--- src/inc/serial_pkg.sv ---
// Shared constants and types for the two-port asynchronous serial block.
//
// Function
// Each of the two ports has its own framing, rate and flow-control settings.
// The bit rate is one of 110, 300, 1200, 2400, 4800, 9600 or 19200 bit/s.
// Every frame starts with exactly one start bit.
// A frame ends with one or two stop bits, as selected.
// Parity is odd, even or absent, placed after the data bits.
// A character carries 7 or 8 data bits, as selected.
// Flow-control bytes gate transmission only while flow control is enabled.
// With flow control on, a received 13 hex byte stops new characters from starting.
// While paused, a received 11 hex byte lets queued characters go out again.
// A pause byte that completes after a character has started lets that character finish.
// The far end uses the same rate, stop, parity, width and flow settings as the port.
// A port setting stays in force until reset or until a new setting is written.
// The applied settings of each port can be read back.
// The line idles at mark, data go LSB first and parity sits before the first stop bit.
package serial_pkg;

	localparam int CLK_HZ = 10_000_000;
	localparam int NUM_PORTS = 2;
	localparam int DATA_W = 8;
	localparam int ADDR_W = 8;
	localparam int CNT_W = 17;
	localparam int TXBUF_DEPTH = 2;

	localparam int BAUD_110 = 110;
	localparam int BAUD_300 = 300;
	localparam int BAUD_1200 = 1200;
	localparam int BAUD_2400 = 2400;
	localparam int BAUD_4800 = 4800;
	localparam int BAUD_9600 = 9600;
	localparam int BAUD_19200 = 19200;

	// A bit time is a longest time, so the division rounds down.
	localparam int BIT_CYC_110 = CLK_HZ / BAUD_110;
	localparam int BIT_CYC_300 = CLK_HZ / BAUD_300;
	localparam int BIT_CYC_1200 = CLK_HZ / BAUD_1200;
	localparam int BIT_CYC_2400 = CLK_HZ / BAUD_2400;
	localparam int BIT_CYC_4800 = CLK_HZ / BAUD_4800;
	localparam int BIT_CYC_9600 = CLK_HZ / BAUD_9600;
	localparam int BIT_CYC_19200 = CLK_HZ / BAUD_19200;

	localparam logic [2:0] RATE_110 = 3'h0;
	localparam logic [2:0] RATE_300 = 3'h1;
	localparam logic [2:0] RATE_1200 = 3'h2;
	localparam logic [2:0] RATE_2400 = 3'h3;
	localparam logic [2:0] RATE_4800 = 3'h4;
	localparam logic [2:0] RATE_9600 = 3'h5;
	localparam logic [2:0] RATE_19200 = 3'h6;

	localparam logic [1:0] PAR_NONE = 2'h0;
	localparam logic [1:0] PAR_ODD = 2'h1;
	localparam logic [1:0] PAR_EVEN = 2'h2;

	localparam logic [7:0] XOFF_CHAR = 8'h13;
	localparam logic [7:0] XON_CHAR = 8'h11;
	localparam logic LINE_MARK = 1'b1;

	// Register map: address bits [7:4] pick the port, bits [3:0] the register.
	localparam logic [3:0] REG_CFG = 4'h0;
	localparam logic [3:0] REG_TXD = 4'h4;
	localparam logic [3:0] REG_RXD = 4'h8;
	localparam logic [3:0] REG_STAT = 4'hc;

	localparam int STAT_TX_SPACE = 0;
	localparam int STAT_RX_VALID = 1;
	localparam int STAT_PAUSED = 2;
	localparam int STAT_TX_BUSY = 3;
	localparam int STAT_PAR_ERR = 4;
	localparam int STAT_FRM_ERR = 5;
	localparam int STAT_OVERRUN = 6;

	typedef struct packed {
		logic flow_en;
		logic data7;
		logic [1:0] parity;
		logic stop2;
		logic [2:0] rate;
	} port_cfg_t;

	localparam port_cfg_t CFG_RESET = '{flow_en: 1'b0, data7: 1'b0, parity: PAR_NONE,
		stop2: 1'b0, rate: RATE_19200};

	typedef struct packed {
		logic wr;
		logic rd;
		logic [ADDR_W-1:0] addr;
		logic [DATA_W-1:0] wdata;
	} bus_req_t;

	typedef enum logic [0:0] {TX_IDLE, TX_SEND} tx_state_t;
	typedef enum logic [0:0] {RX_IDLE, RX_RECV} rx_state_t;

endpackage

--- src/serial_ports.sv ---
// Two independent asynchronous serial ports with software flow control.
//
// Chosen here: the strobed register port and the address map.
`timescale 1ns/1ps
module serial_ports
	import serial_pkg::*;
#(
	parameter int CYC_110 = BIT_CYC_110,
	parameter int CYC_300 = BIT_CYC_300,
	parameter int CYC_1200 = BIT_CYC_1200,
	parameter int CYC_2400 = BIT_CYC_2400,
	parameter int CYC_4800 = BIT_CYC_4800,
	parameter int CYC_9600 = BIT_CYC_9600,
	parameter int CYC_19200 = BIT_CYC_19200
)
(
	input wire logic clk,
	input wire logic rst_n,
	input wire bus_req_t bus_req,
	output logic [DATA_W-1:0] rd_data,
	input wire logic [NUM_PORTS-1:0] rxd,
	output logic [NUM_PORTS-1:0] txd
);

	////////////////////////////////////////////////////////////////////////////////
	// State

	typedef struct packed {
		port_cfg_t cfg;
		tx_state_t tx_st;
		logic [CNT_W-1:0] tx_cnt;
		logic [3:0] tx_left;
		logic [11:0] tx_shift;
		logic txd;
		rx_state_t rx_st;
		logic [CNT_W-1:0] rx_cnt;
		logic [3:0] rx_idx;
		logic [11:0] rx_shift;
		logic [2:0] rx_sync;
		logic rx_line;
		logic [DATA_W-1:0] rx_data;
		logic rx_valid;
		logic par_err;
		logic frm_err;
		logic overrun;
		logic paused;
	} chan_t;

	typedef struct packed {
		chan_t [NUM_PORTS-1:0] ch;
		logic [DATA_W-1:0] rd_data;
	} state_t;

	function automatic state_t reset_state();
		state_t s;
		s = '0;
		for (int p = 0; p < NUM_PORTS; p++)
		begin
			s.ch[p].cfg = CFG_RESET;
			s.ch[p].txd = LINE_MARK;
			s.ch[p].rx_line = LINE_MARK;
			s.ch[p].rx_sync = {3{LINE_MARK}};
		end
		return s;
	endfunction

	localparam state_t STATE_RST = reset_state();

	function automatic logic [CNT_W-1:0] bit_cycles(input logic [2:0] rate);
		logic [CNT_W-1:0] n;
		n = CNT_W'(CYC_19200);
		case (rate)
			RATE_110: n = CNT_W'(CYC_110);
			RATE_300: n = CNT_W'(CYC_300);
			RATE_1200: n = CNT_W'(CYC_1200);
			RATE_2400: n = CNT_W'(CYC_2400);
			RATE_4800: n = CNT_W'(CYC_4800);
			RATE_9600: n = CNT_W'(CYC_9600);
			default: n = CNT_W'(CYC_19200);
		endcase
		return n;
	endfunction

	// The parity bit that makes the count of ones odd or even over the data bits.
	function automatic logic parity_bit(input logic [7:0] data, input port_cfg_t cfg);
		logic [7:0] m;
		m = data;
		if (cfg.data7)
		begin
			m[7] = 1'b0;
		end
		return (^m) ^ (cfg.parity == PAR_ODD);
	endfunction

	state_t q;
	state_t d;
	logic [NUM_PORTS-1:0] buf_in_valid;
	logic [NUM_PORTS-1:0] buf_in_ready;
	logic [NUM_PORTS-1:0] buf_out_valid;
	logic [NUM_PORTS-1:0] tx_take;
	logic [NUM_PORTS-1:0][DATA_W-1:0] buf_out_data;

	assign rd_data = q.rd_data;

	////////////////////////////////////////////////////////////////////////////////
	// Per-port transmit buffer

	for (genvar g = 0; g < NUM_PORTS; g++)
	begin : g_port
		assign buf_in_valid[g] = bus_req.wr && (bus_req.addr[7:4] == 4'(g))
			&& (bus_req.addr[3:0] == REG_TXD);
		// A new character may only start from idle and not while paused.
		assign tx_take[g] = (q.ch[g].tx_st == TX_IDLE)
			&& !(q.ch[g].cfg.flow_en && q.ch[g].paused); // see R8 see R9
		assign txd[g] = q.ch[g].txd;

		serial_txbuf #(
			.WIDTH(DATA_W),
			.DEPTH(TXBUF_DEPTH)
		) u_txbuf (
			.clk(clk),
			.rst_n(rst_n),
			.in_valid(buf_in_valid[g]),
			.in_ready(buf_in_ready[g]),
			.in_data(bus_req.wdata),
			.out_valid(buf_out_valid[g]),
			.out_ready(tx_take[g]),
			.out_data(buf_out_data[g])
		);
	end

	////////////////////////////////////////////////////////////////////////////////
	// Next state

	always_comb
	begin
		logic hit;
		logic [3:0] off;
		logic [CNT_W-1:0] cyc;
		logic [3:0] dw;
		logic has_par;
		logic [3:0] nbits;
		logic [11:0] frame;
		logic [11:0] rxs;
		logic [7:0] rx_byte;
		logic bit_in;
		hit = 1'b0;
		off = '0;
		cyc = '0;
		dw = '0;
		has_par = 1'b0;
		nbits = '0;
		frame = '0;
		rxs = '0;
		rx_byte = '0;
		bit_in = 1'b0;
		d = q;
		d.rd_data = '0;
		for (int p = 0; p < NUM_PORTS; p++)
		begin
			hit = (bus_req.addr[7:4] == 4'(p));
			off = bus_req.addr[3:0];
			cyc = bit_cycles(q.ch[p].cfg.rate);
			dw = q.ch[p].cfg.data7 ? 4'h7 : 4'h8;
			has_par = (q.ch[p].cfg.parity != PAR_NONE);

			// Software side; clears come first so that a hardware set in the
			// same cycle overrides them.
			if (bus_req.wr && hit && off == REG_CFG)
			begin
				d.ch[p].cfg = port_cfg_t'(bus_req.wdata); // see R1
			end
			if (bus_req.rd && hit)
			begin
				case (off)
					REG_CFG: d.rd_data = q.ch[p].cfg;
					REG_RXD:
					begin
						d.rd_data = q.ch[p].rx_data;
						d.ch[p].rx_valid = 1'b0;
					end
					REG_STAT:
					begin
						d.rd_data[STAT_TX_SPACE] = buf_in_ready[p];
						d.rd_data[STAT_RX_VALID] = q.ch[p].rx_valid;
						d.rd_data[STAT_PAUSED] = q.ch[p].paused;
						d.rd_data[STAT_TX_BUSY] = (q.ch[p].tx_st == TX_SEND);
						d.rd_data[STAT_PAR_ERR] = q.ch[p].par_err;
						d.rd_data[STAT_FRM_ERR] = q.ch[p].frm_err;
						d.rd_data[STAT_OVERRUN] = q.ch[p].overrun;
						d.ch[p].par_err = 1'b0;
						d.ch[p].frm_err = 1'b0;
						d.ch[p].overrun = 1'b0;
					end
					default: d.rd_data = '0;
				endcase
			end

			// Transmitter.
			unique case (q.ch[p].tx_st)
				TX_IDLE:
				begin
					d.ch[p].txd = LINE_MARK;
					if (tx_take[p] && buf_out_valid[p])
					begin
						frame = '1;
						frame[0] = 1'b0;
						for (int i = 0; i < 8; i++)
						begin
							if (4'(i) < dw)
							begin
								frame[1 + i] = buf_out_data[p][i];
							end
						end
						if (has_par)
						begin
							frame[1 + dw] = parity_bit(buf_out_data[p], q.ch[p].cfg);
						end
						nbits = 4'h2 + dw + {3'h0, has_par} + {3'h0, q.ch[p].cfg.stop2};
						d.ch[p].txd = frame[0];
						d.ch[p].tx_shift = {1'b1, frame[11:1]};
						d.ch[p].tx_left = nbits - 4'h1;
						d.ch[p].tx_cnt = cyc - 1'b1;
						d.ch[p].tx_st = TX_SEND;
					end
				end
				TX_SEND:
				begin
					if (q.ch[p].tx_cnt != '0)
					begin
						d.ch[p].tx_cnt = q.ch[p].tx_cnt - 1'b1;
					end
					else if (q.ch[p].tx_left == '0)
					begin
						d.ch[p].tx_st = TX_IDLE;
					end
					else
					begin
						d.ch[p].txd = q.ch[p].tx_shift[0];
						d.ch[p].tx_shift = {1'b1, q.ch[p].tx_shift[11:1]};
						d.ch[p].tx_left = q.ch[p].tx_left - 1'b1;
						d.ch[p].tx_cnt = cyc - 1'b1;
					end
				end
			endcase

			// Receive pin: a level is taken once the second and third stages agree.
			d.ch[p].rx_sync = {q.ch[p].rx_sync[1:0], rxd[p]};
			if (q.ch[p].rx_sync[1] == q.ch[p].rx_sync[2])
			begin
				d.ch[p].rx_line = q.ch[p].rx_sync[2];
			end

			// Receiver samples mid-bit; only the first stop bit is checked.
			unique case (q.ch[p].rx_st)
				RX_IDLE:
				begin
					if (q.ch[p].rx_line != LINE_MARK)
					begin
						d.ch[p].rx_st = RX_RECV;
						d.ch[p].rx_cnt = cyc >> 1;
						d.ch[p].rx_idx = '0;
					end
				end
				RX_RECV:
				begin
					bit_in = q.ch[p].rx_line;
					rxs = q.ch[p].rx_shift;
					rxs[q.ch[p].rx_idx] = bit_in;
					if (q.ch[p].rx_cnt != '0)
					begin
						d.ch[p].rx_cnt = q.ch[p].rx_cnt - 1'b1;
					end
					else if (q.ch[p].rx_idx == '0 && bit_in == LINE_MARK)
					begin
						d.ch[p].rx_st = RX_IDLE;
					end
					else if (q.ch[p].rx_idx != 4'h1 + dw + {3'h0, has_par})
					begin
						d.ch[p].rx_shift = rxs;
						d.ch[p].rx_idx = q.ch[p].rx_idx + 1'b1;
						d.ch[p].rx_cnt = cyc - 1'b1;
					end
					else
					begin
						d.ch[p].rx_st = RX_IDLE;
						rx_byte = rxs[8:1];
						if (q.ch[p].cfg.data7)
						begin
							rx_byte[7] = 1'b0;
						end
						if (!bit_in)
						begin
							d.ch[p].frm_err = 1'b1;
						end
						if (has_par && rxs[1 + dw] != parity_bit(rx_byte, q.ch[p].cfg))
						begin
							d.ch[p].par_err = 1'b1;
						end
						// Flow bytes are consumed while flow control is on, so
						// they never reach the receive register.
						if (q.ch[p].cfg.flow_en && rx_byte == XOFF_CHAR)
						begin
							d.ch[p].paused = 1'b1; // see R8
						end
						else if (q.ch[p].cfg.flow_en && rx_byte == XON_CHAR)
						begin
							d.ch[p].paused = 1'b0;
						end
						else
						begin
							if (d.ch[p].rx_valid)
							begin
								d.ch[p].overrun = 1'b1;
							end
							d.ch[p].rx_data = rx_byte;
							d.ch[p].rx_valid = 1'b1;
						end
					end
				end
			endcase

			// With flow control off a stale pause must not hold the transmitter.
			if (!d.ch[p].cfg.flow_en)
			begin
				d.ch[p].paused = 1'b0;
			end
		end
	end

	////////////////////////////////////////////////////////////////////////////////
	// Registers

	always_ff @(posedge clk or negedge rst_n)
	begin
		if (!rst_n)
		begin
			q <= STATE_RST;
		end
		else
		begin
			q <= d;
		end
	end

endmodule

--- src/serial_txbuf.sv ---
// Small valid/ready buffer that holds characters waiting for the transmitter.
`timescale 1ns/1ps
module serial_txbuf
	import serial_pkg::*;
#(
	parameter int WIDTH = DATA_W,
	parameter int DEPTH = TXBUF_DEPTH
)
(
	input wire logic clk,
	input wire logic rst_n,
	input wire logic in_valid,
	output logic in_ready,
	input wire logic [WIDTH-1:0] in_data,
	output logic out_valid,
	input wire logic out_ready,
	output logic [WIDTH-1:0] out_data
);

	localparam int PW = (DEPTH > 1) ? $clog2(DEPTH) : 1;
	localparam logic [PW-1:0] LAST = PW'(DEPTH - 1);
	localparam logic [PW:0] FULL = (PW + 1)'(DEPTH);

	typedef struct packed {
		logic [DEPTH-1:0][WIDTH-1:0] mem;
		logic [PW-1:0] wr_ptr;
		logic [PW-1:0] rd_ptr;
		logic [PW:0] count;
	} buf_state_t;

	buf_state_t q;
	buf_state_t d;
	logic push;
	logic pop;

	assign in_ready = (q.count != FULL);
	assign out_valid = (q.count != '0);
	assign out_data = q.mem[q.rd_ptr];
	assign push = in_valid && in_ready;
	assign pop = out_valid && out_ready;

	always_comb
	begin
		d = q;
		if (push)
		begin
			d.mem[q.wr_ptr] = in_data;
			d.wr_ptr = (q.wr_ptr == LAST) ? '0 : q.wr_ptr + 1'b1;
		end
		if (pop)
		begin
			d.rd_ptr = (q.rd_ptr == LAST) ? '0 : q.rd_ptr + 1'b1;
		end
		if (push && !pop)
		begin
			d.count = q.count + 1'b1;
		end
		else if (pop && !push)
		begin
			d.count = q.count - 1'b1;
		end
	end

	always_ff @(posedge clk or negedge rst_n)
	begin
		if (!rst_n)
		begin
			q <= '0;
		end
		else
		begin
			q <= d;
		end
	end

endmodule

--- config.mk ---
export PLATFORM = sky130hd
export DESIGN_NAME = serial_ports
export DESIGN_NICKNAME = d
export VERILOG_FILES = /design/src/inc/serial_pkg.sv /design/src/serial_ports.sv /design/src/serial_txbuf.sv
export SDC_FILE = /design/constraint.sdc
export NUM_CORES = 1
export LEC_CHECK = 0
export ABC_AREA = 1
export BUFFER_PORTS_ARGS = -buffer_cell sky130_fd_sc_hd__buf_2
export CAP_MARGIN = 20
export CORE_ASPECT_RATIO = 1.2
export CORE_MARGIN = 1.5
export CORE_UTILIZATION = 30
export CTS_BUF_LIST = sky130_fd_sc_hd__clkbuf_16
export DETAILED_ROUTE_END_ITERATION = 16
export PLACE_DENSITY = 0.52
export SYNTH_ARGS = -nofsm -noshare
export SYNTH_HDL_FRONTEND = slang
export SYNTH_HIERARCHICAL = 1
export SYNTH_SLANG_ARGS = --single-unit
--- constraint.sdc ---
create_clock -name clk -period 2.6 [get_ports clk]
set_input_delay 0.39 -clock clk [delete_from_list [all_inputs] [get_ports clk]]
set_output_delay 0.39 -clock clk [all_outputs]
set_load 0.01 [all_outputs]
==> impl_metrics.yaml <==
status:
  status: "complete, no violations"
sta:
  setup_tns_ns: 0
  min_period_ns: 2.40
  slew_headroom_pct: 52.7
  max_slew.worst_pin.slew_ns: 0.707
  fmax_mhz: 416
  setup_violations: 0
  clock_skew_ns: 0.0324
  min_period_over_period_pct: 92.4
  slew_viol_final: 0
  hold_violations: 0
setup_path:
  required_ns: 3.07
  cp_data_arrival_time_ns: 2.88
  cp_cell_sequence: "buf_4 > ha_1 > inv_1 > nor2_1 > o22ai_2 > ha_1 > xor2_2 > xnor2_1 > inv_1 > or2_2 > nand2_1 > nand2_1 > nand3b_1 > nand2_1"
  path_class: "reg -> reg"
  cpMostUsedCell: "nand2_1"
  slowest_delay_ns: 0.37
  cp_max_fo: 6
  cp-start-kind: "register"
  slowest_stage: "dfrtp_1"
  end_kind: "register"
synthesis:
  ys_types: 63
  synth_nets: 1994
  syn-cell-area_um2: 14500
  synth_edf_count: 0
  syn_inst: 1926
  synthFlopType: "dfrtp_1"
  ys_seq_area_share_pct: 39.7
  avgSynthCellArea_um2: 7.54
  ys_async_sr_fraction_pct: 100
  synth_area_leaders: "dfrtp_1, nand2_1, inv_1"
  synth_top_area_share_pct: 37.2
  ys_seq_elements: 230
  synth_area_leader_cell: "dfrtp_1"
  synth_warnings: 6
global_route:
  grt_pass1_vias: 12800
  overflow: 0
  grt_max_degree: 66
  grt.total_usage_pct: 16.9
  grtUsageMet1_pct: 20.7
  met2_usage_pct: 29.9
  grt_antenna_before_repair: 0
  met3_usage_pct: 1.97
  grt_pass1_wl_um: 67900
  busiest_layer: "met2"
drt:
  routed_wl_um: 41700
  postRouteAntennaNets: 0
  via_per_inst: 4.86
  drcViolationCount: 0
  wire_per_inst_um: 15.8
  vias: 12800
  firstDrtPassIters: 5
  initialDrtViolationCount: 706
clocking:
  clkSinkCount: 230
  cts_buffers: 29
  ctsHtreeMaxLevel: 1
  clk_pin_slew_ns: 0.06
  cts_root_buf: "clkbuf_16"
  clk_path_buf_depth: 3
  cts_tree: "built"
  clk_latency_ns: 0.59
finish:
  syn_to_final_growth_pct: 13.9
  diodes: 0
  seqCellArea_um2: 5780
  multiInputGateArea_um2: 7580
  fillers: 5045
  nets: 2054
  drive_gt1_share_pct: 13.6
run:
  max-cap-violations: 0
power_and_ir_drop:
  irDropWorstVdd_mv: 0.555
  powerDensity_nw_per_um2: 617
  finalPower_w: 0.0102
  leakage_nw: 7.91
floorplan:
  die_w_um: 204
  dieArea_um2: 49800
  coreArea_um2: 47900
  io_pins: 32
  core.rowCount: 88
  die_h_um: 244
  initial_core_util_pct: 30.3
place:
  hpwl_um: 30700
  gp_congestion: 0.853
  port_buffers: 31
worst_hold_path:
  min_path_type: "in -> reg"
[what timing repair did]
| action | in CTS | in global routing |
|---|---|---|
| endpoints found under the hold margin | 57 | 0 |
| endpoints found under the setup margin | 0 | 11 |
| setup buffers | 0 | 3 |
| resized for setup | 0 | 26 |
| hold buffers | 3 | 0 |
[routing by layer]
metal | routed length (µm) | part of all wire, %
met1 | 18000 | 43
met2 | 20600 | 49
met3 | 1450 | 3.5
met4 | 1590 | 3.8
met5 | 0 | 0
[critical path: cells and delay by family, from the launching register on]
family	cells	cell delay, ns
simple gates	6	0.61
fa+ha+maj	2	0.53
compound gates	1	0.15
flops	1	0.37
xor+xnor	2	0.34
buf+inv	3	0.32
[per-stage QoR]
step / hold slack [ns] / setup slack (ns) / utilization (%) / cell area (µm²) / instances
floorplan: 0.0944 / 0.186 / - / 14500 / 1926
global placement: 0.348 / 0.0634 / 32.3 / 15500 / 2579
detailed placement: 0.351 / 0.0375 / 32.3 / 15500 / 2579
CTS: 0.118 / 0.0405 / 34.2 / 16400 / 2636
global route: 0.139 / -0.00823 / 34.6 / 16500 / 2639
finish: 0.147 / 0.197 / 34.6 / 16500 / 2639
[cell type report]
class                           instances  area share [%]
Tap cell                              630            4.76
Multi-Input combinational cell       1414            45.8
Inverter                              218            5.10
Sequential cell                       230            34.9
Clock inverter                         25            1.03
Clock buffer                           29            4.39
Timing Repair Buffer                   93            4.01
[path summary, 6_finish.rpt]
| path | from | to | slack (ns) | cells past startpoint |
|---|---|---|---|---|
| max | q[37] | q[11] | 0.20 | 14 |
| min | bus_req[4] | g_port[1].u_txbuf/q[16] | 0.15 | 3 |
| min reg2reg | d[117] | d[118] | 0.36 | 0 |
| max in group asynchronous | rst_n | d[23] | 1.44 | 3 |
| max reg2reg | q[37] | q[11] | 0.20 | 14 |
| min in group asynchronous | rst_n | q[83] | 0.37 | 2 |
[state kept, by name, indices dropped and copies added (netlist names)]
register and cells:
g_port.u_txbuf/q 40, q 176, txd 2, rd_data 8, d 4
[synth_stat cells (6+ instances only)]
library cell,count
inv_2,24
ha_1,42
nand2_4,7
buf_6,12
o21ai_1,44
a221oi_1,8
nand3_4,6
dfrtp_1,216
xnor2_1,16
a31oi_1,11
a21oi_1,85
nand2_2,15
nand4_1,59
buf_4,17
buf_2,16
dfstp_2,14
clkbuf_1,15
o211ai_1,11
xor2_1,45
nor2_2,10
nor3_1,11
o22ai_1,24
nor2_1,183
o21ai_0,110
or2_2,6
inv_1,184
nand3_1,101
nand2_1,542
a22oi_1,12
nor2_4,7
[placed cells by master, fill, tap and decap left out, types with 7 or more instances in the layout]
cell and n:
dfrtp_1 214, nand3_1 101, inv_2 25, a21oi_2 7, o211ai_1 11, o21ai_1 45
a221oi_1 8, inv_1 192, a22oi_1 11, clkbuf_16 29, dfstp_2 14, nand4_1 59
nor3_1 11, a21oi_1 81, nand2_1 541, buf_2 30, a31oi_1 11, ha_1 37
xor2_1 44, nor2_1 180, buf_4 57, nand2_2 16, clkinv_1 12, nor2_4 7
xnor2_1 13, o22ai_1 23, nor2_2 13, nand2_4 7, o21ai_0 108
[power by group]
group / internal [W] / switching (W) / total [W]
Combinational: 0.000782 / 0.00120 / 0.00198
Sequential: 0.00395 / 0.000416 / 0.00437
Clock: 0.00221 / 0.00166 / 0.00387
Total: 0.00695 / 0.00327 / 0.0102
[cells by family after synthesis]
logic type                 count (synthesis)  synth area share, %
DFF                                      230                 39.7
AOI/OAI and AO/OA                        333                 13.1
xor gates and xnor gates                  61                 3.68
and+or+nand+nor                          972                 30.3
buffers and inverters                    282                 8.90
adders and majority gates                 48                 4.31
No activity file was read; power rests on OpenSTA's default activity.
